[config.mk]
export PLATFORM = sky130hd
export DESIGN_NAME = msc_stat_counters
export DESIGN_NICKNAME = d
export VERILOG_FILES = /design/src/msc_pkg.sv /design/src/msc_stat_counters.sv
export SDC_FILE = /design/constraint.sdc
export NUM_CORES = 1
export LEC_CHECK = 0
export BUFFER_PORTS_ARGS = -buffer_cell sky130_fd_sc_hd__buf_2
export CAP_MARGIN = 10
export CORE_MARGIN = 1
export CORE_UTILIZATION = 29
export CTS_BUF_LIST = sky130_fd_sc_hd__clkbuf_2 sky130_fd_sc_hd__clkbuf_4 sky130_fd_sc_hd__clkbuf_8
export DETAILED_ROUTE_END_ITERATION = 10
export REMOVE_ABC_BUFFERS = 1
export SLEW_MARGIN = 20
export SYNTH_ARGS = -nofsm -noshare
export SYNTH_HDL_FRONTEND = slang
export SYNTH_SLANG_ARGS = --single-unit
[constraint.sdc]
create_clock -name sys_clk -period 5.9 [get_ports sys_clk]
set_input_delay 1.18 -clock sys_clk [delete_from_list [all_inputs] [get_ports sys_clk]]
set_output_delay 1.18 -clock sys_clk [all_outputs]
set_load 0.03 [all_outputs]
[src/msc_pkg.sv]
// package for the mac statistics counter block: dump offsets, widths, commands
// assumes one system clock and no software-visible registers
package msc_pkg;
  localparam int CNT_W = 32;
  localparam int NUM_CNT = 12;
  // snapshot byte offsets
  localparam logic [7:0] OFF_TX_GOOD = 8'h00;
  localparam logic [7:0] OFF_TX_MAX_COLLISION_ABORT = 8'h04;
  localparam logic [7:0] OFF_TX_LATE_COLLISION_ABORT = 8'h08;
  localparam logic [7:0] OFF_TX_UNDERRUN = 8'h0c;
  localparam logic [7:0] OFF_TX_LOSTCRS = 8'h10;
  localparam logic [7:0] OFF_TX_DEFER = 8'h14;
  localparam logic [7:0] OFF_TX_SINGLE = 8'h18;
  localparam logic [7:0] OFF_TX_MULTI = 8'h1c;
  localparam logic [7:0] OFF_TX_TOTCOL = 8'h20;
  localparam logic [7:0] OFF_RX_GOOD = 8'h24;
  localparam logic [7:0] OFF_RX_CRC = 8'h28;
  localparam logic [7:0] OFF_RX_ALIGN = 8'h2c;
  localparam logic [7:0] OFF_WORD_STEP = 8'h04;
  // counter indices
  localparam int IX_TX_GOOD = 0;
  localparam int IX_TX_MAX_COLLISION_ABORT = 1;
  localparam int IX_TX_LATE_COLLISION_ABORT = 2;
  localparam int IX_TX_UNDERRUN = 3;
  localparam int IX_TX_LOSTCRS = 4;
  localparam int IX_TX_DEFER = 5;
  localparam int IX_TX_SINGLE = 6;
  localparam int IX_TX_MULTI = 7;
  localparam int IX_TX_TOTCOL = 8;
  localparam int IX_RX_GOOD = 9;
  localparam int IX_RX_CRC = 10;
  localparam int IX_RX_ALIGN = 11;
  localparam logic [31:0] CNT_RESET = 32'h0000_0000;
  localparam logic [3:0] IDX_LAST = 4'hb;
  // command_unit_command_field codes
  localparam logic [3:0] CUC_DUMP = 4'h5;
  localparam logic [3:0] CUC_DUMP_RESET = 4'h7;
  typedef enum logic [2:0] {
    MSC_IDLE = 3'b001,
    MSC_DUMP = 3'b010,
    MSC_DONE = 3'b100
  } msc_state_t;
endpackage

[src/msc_stat_counters.sv]
// mac statistics counters with snapshot dump to host memory
// assumes event strobes and commands come from same-clock mac/command logic
// Summary of operation
// - counters other than underrun and total collisions update only when a frame's transmit or receive processing is done
// - counters are reported only on dump or dump-and-reset commands
// - transmit good frames, offset 0, counted after wire transmission completes
// - offset 4 counts frames aborted at maximum collisions
// - offset 8 counts frames aborted on late collision
// - offset 12 counts underruns, possibly several per frame
// - offset 16 counts frames sent with lost carrier sense
// - offset 20 counts frames deferred for link activity
// - offset 24 counts good frames with exactly one collision
// - offset 28 counts good frames with two or more collisions
// - offset 32 sums every transmit collision including late and max
// - offset 36 counts received frames fully stored in memory with no crc error and not short
// - offset 40 counts aligned crc-error frames in any receive state
// - offset 44 counts misaligned crc-error frames in any receive state
// - at most one of crc, alignment counters per received frame
// - counters are 32 bits and wrap to zero
// - counters clear at reset, no preset possible
// - one frame may bump several counters
`timescale 1ns/10ps
module msc_stat_counters (
  // clock and reset
  input wire logic sys_clk,
  input wire logic arst_n,
  input wire logic clkEn,
  // transmit completion
  input wire logic txDone,
  input wire logic txGood,
  input wire logic txMaxColAbort,
  input wire logic txLateColAbort,
  input wire logic txLostCrs,
  input wire logic txDeferred,
  input wire logic [4:0] txColCount,
  input wire logic txUnderrun,
  input wire logic txColPulse,
  // receive completion
  input wire logic rxDone,
  input wire logic rxStored,
  input wire logic rxCrcErr,
  input wire logic rxMisaligned,
  input wire logic rxShort,
  // command unit
  input wire logic cmdValid,
  input wire logic [3:0] cmdCode,
  input wire logic dumpReady,
  // snapshot write port
  output logic dumpValid,
  output logic [7:0] dumpOffset,
  output logic [31:0] dumpData,
  output logic dumpDone,
  output logic cmdBusy
);
  msc_pkg::msc_state_t state;
  msc_pkg::msc_state_t next_state;
  logic [31:0] cnt [msc_pkg::NUM_CNT];
  logic [3:0] idx;
  logic clearAfter;
  logic [msc_pkg::NUM_CNT-1:0] inc;
  wire txFrame = clkEn && txDone;
  wire rxFrame = clkEn && rxDone;
  wire rxShortOnly = rxShort;
  wire rxCrcOnly = rxCrcErr && !rxMisaligned && !rxShort;
  wire rxAlignOnly = rxCrcErr && rxMisaligned && !rxShort;
  wire cmdDump = cmdValid && (cmdCode == msc_pkg::CUC_DUMP);
  wire cmdDumpRst = cmdValid && (cmdCode == msc_pkg::CUC_DUMP_RESET);
  wire startDump = (state == msc_pkg::MSC_IDLE) && (cmdDump || cmdDumpRst);
  wire wordTaken = dumpValid && dumpReady;
  wire lastWord = wordTaken && (idx == msc_pkg::IDX_LAST);

  // byte offset of each counter in the snapshot image
  logic [7:0] offTab [msc_pkg::NUM_CNT];
  assign offTab[msc_pkg::IX_TX_GOOD] = msc_pkg::OFF_TX_GOOD;
  assign offTab[msc_pkg::IX_TX_MAX_COLLISION_ABORT] = msc_pkg::OFF_TX_MAX_COLLISION_ABORT;
  assign offTab[msc_pkg::IX_TX_LATE_COLLISION_ABORT] = msc_pkg::OFF_TX_LATE_COLLISION_ABORT;
  assign offTab[msc_pkg::IX_TX_UNDERRUN] = msc_pkg::OFF_TX_UNDERRUN;
  assign offTab[msc_pkg::IX_TX_LOSTCRS] = msc_pkg::OFF_TX_LOSTCRS;
  assign offTab[msc_pkg::IX_TX_DEFER] = msc_pkg::OFF_TX_DEFER;
  assign offTab[msc_pkg::IX_TX_SINGLE] = msc_pkg::OFF_TX_SINGLE;
  assign offTab[msc_pkg::IX_TX_MULTI] = msc_pkg::OFF_TX_MULTI;
  assign offTab[msc_pkg::IX_TX_TOTCOL] = msc_pkg::OFF_TX_TOTCOL;
  assign offTab[msc_pkg::IX_RX_GOOD] = msc_pkg::OFF_RX_GOOD;
  assign offTab[msc_pkg::IX_RX_CRC] = msc_pkg::OFF_RX_CRC;
  assign offTab[msc_pkg::IX_RX_ALIGN] = msc_pkg::OFF_RX_ALIGN;

  // snapshot sequencing; a dump-and-reset clears each counter as its word is captured
  wire next_clearAfter = startDump ? cmdDumpRst : clearAfter;
  wire [3:0] next_idx = startDump ? 4'h0 : (wordTaken ? idx + 4'h1 : idx);
  wire [3:0] rdIdx = (next_idx > msc_pkg::IDX_LAST) ? msc_pkg::IDX_LAST : next_idx;
  wire loadWord = clkEn && (startDump || (wordTaken && !lastWord));

  // next values of the registered outputs
  wire next_dumpValid = loadWord || (dumpValid && !wordTaken);
  wire next_dumpDone = (state == msc_pkg::MSC_DUMP) && lastWord;
  wire next_cmdBusy = (next_state == msc_pkg::MSC_DUMP);
  wire [7:0] next_dumpOffset = offTab[rdIdx];
  wire [31:0] next_dumpData = cnt[rdIdx];

  // per-counter increment decode; several may fire for one frame
  assign inc[msc_pkg::IX_TX_GOOD] = txFrame && txGood;
  assign inc[msc_pkg::IX_TX_MAX_COLLISION_ABORT] = txFrame && txMaxColAbort;
  assign inc[msc_pkg::IX_TX_LATE_COLLISION_ABORT] = txFrame && txLateColAbort;
  assign inc[msc_pkg::IX_TX_UNDERRUN] = clkEn && txUnderrun;
  assign inc[msc_pkg::IX_TX_LOSTCRS] = txFrame && txGood && txLostCrs;
  assign inc[msc_pkg::IX_TX_DEFER] = txFrame && txDeferred;
  assign inc[msc_pkg::IX_TX_SINGLE] = txFrame && txGood && (txColCount == 5'h01);
  assign inc[msc_pkg::IX_TX_MULTI] = txFrame && txGood && (txColCount > 5'h01);
  assign inc[msc_pkg::IX_TX_TOTCOL] = clkEn && txColPulse;
  assign inc[msc_pkg::IX_RX_GOOD] = rxFrame && rxStored && !rxCrcErr && !rxShortOnly;
  assign inc[msc_pkg::IX_RX_CRC] = rxFrame && rxCrcOnly;
  assign inc[msc_pkg::IX_RX_ALIGN] = rxFrame && rxAlignOnly;
  // counters wrap; a cleared counter restarts from the event of its capture cycle
  for (genvar i = 0; i < msc_pkg::NUM_CNT; i++) begin : g_cnt
    // no event is lost: the old value goes out in the word, the new one stays
    wire clearWord = loadWord && next_clearAfter && (next_idx == 4'(i));
    always_ff @(posedge sys_clk or negedge arst_n) begin
      if (!arst_n) begin
        cnt[i] <= msc_pkg::CNT_RESET;
      end else if (clearWord) begin
        cnt[i] <= {31'h0000_0000, inc[i]};
      end else if (inc[i]) begin
        cnt[i] <= cnt[i] + 32'h0000_0001;
      end
    end
  end
  always_comb begin
    next_state = state;
    unique case (state)
      msc_pkg::MSC_IDLE: begin
        if (startDump) begin
          next_state = msc_pkg::MSC_DUMP;
        end
      end
      msc_pkg::MSC_DUMP: begin
        if (lastWord) begin
          next_state = msc_pkg::MSC_DONE;
        end
      end
      msc_pkg::MSC_DONE: begin
        next_state = msc_pkg::MSC_IDLE;
      end
      default: begin
        next_state = msc_pkg::MSC_IDLE;
      end
    endcase
  end

  // sequencer state, frozen while clkEn is low
  always_ff @(posedge sys_clk or negedge arst_n) begin
    if (!arst_n) begin
      state <= msc_pkg::MSC_IDLE;
    end else if (clkEn) begin
      state <= next_state;
    end
  end

  // word index of the snapshot
  always_ff @(posedge sys_clk or negedge arst_n) begin
    if (!arst_n) begin
      idx <= 4'h0;
    end else if (clkEn) begin
      idx <= next_idx;
    end
  end

  // dump mode latched at command acceptance
  always_ff @(posedge sys_clk or negedge arst_n) begin
    if (!arst_n) begin
      clearAfter <= 1'b0;
    end else if (clkEn) begin
      clearAfter <= next_clearAfter;
    end
  end

  // snapshot port: a word stands until it is taken
  always_ff @(posedge sys_clk or negedge arst_n) begin
    if (!arst_n) begin
      dumpValid <= 1'b0;
    end else if (clkEn) begin
      dumpValid <= next_dumpValid;
    end
  end

  // offset and data are captured together when a word is loaded
  always_ff @(posedge sys_clk or negedge arst_n) begin
    if (!arst_n) begin
      dumpOffset <= 8'h00;
    end else if (loadWord) begin
      dumpOffset <= next_dumpOffset;
    end
  end

  // data is the counter value before any clear of the same cycle
  always_ff @(posedge sys_clk or negedge arst_n) begin
    if (!arst_n) begin
      dumpData <= msc_pkg::CNT_RESET;
    end else if (loadWord) begin
      dumpData <= next_dumpData;
    end
  end

  // status outputs
  always_ff @(posedge sys_clk or negedge arst_n) begin
    if (!arst_n) begin
      dumpDone <= 1'b0;
    end else if (clkEn) begin
      dumpDone <= next_dumpDone;
    end
  end

  // busy only while words are outstanding
  always_ff @(posedge sys_clk or negedge arst_n) begin
    if (!arst_n) begin
      cmdBusy <= 1'b0;
    end else if (clkEn) begin
      cmdBusy <= next_cmdBusy;
    end
  end
endmodule

==> flow_summary.toml <==
[critical_path]
critical_path.max_fanout = 26
required_ns = 6.49
cp.arrival_ns = 4.54
endpoint_kind = "register"
crit_type = "register to register"
start_kind = "register"

[cts]
cts_buffers = 77
clkLatencyLatePin_ns = 0.68
clockBufferDepth = 3
cts_tree = "built"
post_cts_buffers = 0
cts-htree-levels = 3
holdBufCountCts = 0
cts.sinks = 431
clockRootBuffer = "clkbuf_8"
clkTransAtPathRegs_ns = 0.06
post_cts_resized = 0

[layout]
utilization_pct = 33.14
drive_gt1_share_pct = 12.29
fin_cells = 3722
fin_nets = 2645
area_delta_synth_final_pct = 12.72
nFillCells = 8258

[global_routing]
grt_pass1_vias = 18900
grt_max_degree = 134
grt_util_all_layers_pct = 17.34
grt.overflow.total = 0
grt_pass1_wl_mm = 112.7
antenna_found_initial = 3

[logic_synthesis]
synth_top_family_by_area = "simple AND/OR/NAND/NOR gates"
ys_top_cells_by_count = "nor2_1 (489), dfrtp_1 (430), xor2_1 (181), xnor2_1 (174), nand2_1 (148)"
yosys.area_share.simple_pct = 24.19
synthXorXnorAreaFrac_pct = 13.20
yosysMostFrequentCell = "nor2_1"
ys_seq_elements = 431
synthAdderAreaFrac_pct = 0.6846
yosys.cell_types.count = 79
yosys_warnings = 0
ys_seq_area_share_pct = 45.40
netlist_instances = 2560
synth-compound-area-share_pct = 11.68
synth_area_leader_cell = "dfrtp_1"
synth.top_cell.area_share_pct = 45.29
synthArstFlopShare_pct = 100.0
synth_area_um2 = 23760
syn_avg_cell_area_um2 = 9.281
synth_edf_count = 0
synth_mux_area_share_pct = 0.5688
ys_top_cells_by_area = "dfrtp_1 (45%), nor2_1 (7.7%), xor2_1 (6.7%)"
ys_dominant_reg_cell = "dfrtp_1"

[die]
io_pins = 70
die_x_um = 288.2
fp.coreArea_um2 = 80810
fp.dieH_um = 288.2
dieArea_um2 = 83080
rows = 104
initial_core_util_pct = 29.40

[drt]
drc = 0
via_per_inst = 5.221
drtIter0Drc = 1706
ant_nets = 0
wirelength_mm = 71.09
wire_per_inst_um = 19.10
dr.pass1.iters = 5
vias = 19430

[sta]
worstMarginPinSlew_ns = 1.094
fin_crit_sh_pct = 67.06
clock_skew_ns = 0.03122
setup_tns_ns = 0
slew_headroom_pct = 26.51
slew_violations = 0
fmax_ghz = 0.2527
hold_violations = 0
finalSetupViolCount = 0
period_minus_slack_ns = 3.957
rsz0062_at_grt = "false"

[power_and_ir_drop]
power_leakage_nw = 11.37
p_per_area_nw_per_um2 = 366.2
max-vdd-ir-drop_mv = 0.3078

[place]
placed_cells = 3586
port-buffer-count = 65
dpl.hpwl_mm = 51.63
routabilityCongestion = 0.8919

[hold_path]
hp-class = "register to register"

[run_status]
outcome = "complete, no violations"

[flow_run]
drv_cap = 0
## power breakdown
part	internal, mW	leakage, nW	switching, mW	total (mW)
registers	3.26	5.78	0.418	3.68
clock network	1.65	0.858	1.30	2.95
logic	0.968	4.73	2.21	3.18
## placed cells by master (no fill, tap or decap), types with 31 or more instances in the layout
master and n:
a31oi_1 61, o22ai_1 66, nand2_1 148, nor2_1 482, nand4_1 84, nand3_1 129, o21ai_0 40, o221ai_1 31
xnor2_1 174, and3_1 49, inv_1 76, and4_1 34, buf_2 64, nor3_1 73, clkbuf_8 98, xor2_1 181
dfrtp_1 430, buf_4 38
## stage by stage
stage | power, mW | hold WS, ns | cell area, um2 | setup WS [ns]
2_1_floorplan | 5.442 | 0.4858 | 23040 | 0.7245
3_3_place_gp | 6.865 | 0.4691 | 25160 | 1.598
3_5_place_dp | 6.865 | 0.4673 | 25160 | 1.601
4_1_cts | 9.853 | 0.4814 | 26780 | 2.010
5_1_grt | 10.24 | 0.5129 | 26780 | 1.645
6_report | 9.808 | 0.4816 | 26780 | 1.943
## path summary, 6_finish.rpt
kind | start | endpoint | slack, ns | depth (start not counted)
setup / recovery | idx[0] | dumpData[6] | 1.94 | 8
hold / removal | dumpOffset[3] | dumpOffset[3] | 0.48 | 2
setup reg to reg | idx[0] | dumpData[6] | 1.94 | 8
hold reg to reg | dumpOffset[3] | dumpOffset[3] | 0.48 | 2
max in group asynchronous | arst_n | dumpOffset[4] | 4.12 | 2
min in group asynchronous | arst_n | cnt[324] | 0.49 | 1
## critical path: stages, from the launching register on
cell and delay [ns]:
dfrtp_1 0.66, ha_1 0.35, and3_1 0.42, xor2_4 0.52
nand4_4 0.47, buf_4 0.37, a2111oi_0 0.61, a31oi_1 0.24
a31oi_1 0.22
## logic make-up after synthesis
| kind of cell | Yosys count |
|---|---|
| muxes | 13 |
| other | 1 |
| xor gates and xnor gates | 356 |
| and+or+nand+nor | 1150 |
| buffers and inverters | 218 |
| adders and majority gates | 13 |
| AOI/OAI and AO/OA | 378 |
| DFF | 431 |
## flip-flops by register name, summed over array words and instances, names as in the netlist
name	count
clearAfter	1
cmdBusy	1
cnt	384
dumpData	32
dumpDone	1
dumpOffset	4
dumpValid	1
idx	4
state	3
## final cells by class
cell class / count / area, um2 / area share [%]
antenna: 1 / 2.502 / 0.009344
clock buffer: 124 / 1544 / 5.765
clock inverter: 11 / 68.82 / 0.2570
inverter: 76 / 285.3 / 1.065
multi-input combinational: 1914 / 12110 / 45.21
sequential: 431 / 10790 / 40.28
tap: 1060 / 1326 / 4.952
timing repair buffer: 105 / 660.6 / 2.467
## per-layer routing
| layer | routed length [um] | share of wire (%) | GRT usage [%] |
|---|---|---|---|
| met4 | 2503 | 3.5 | 7.196 |
| met3 | 3967 | 5.6 | 2.828 |
| met2 | 32210 | 45 | 26.81 |
| met5 | 0 | 0 | 0 |
| met1 | 32410 | 46 | 23.99 |
(Power assumes the default switching activity.)
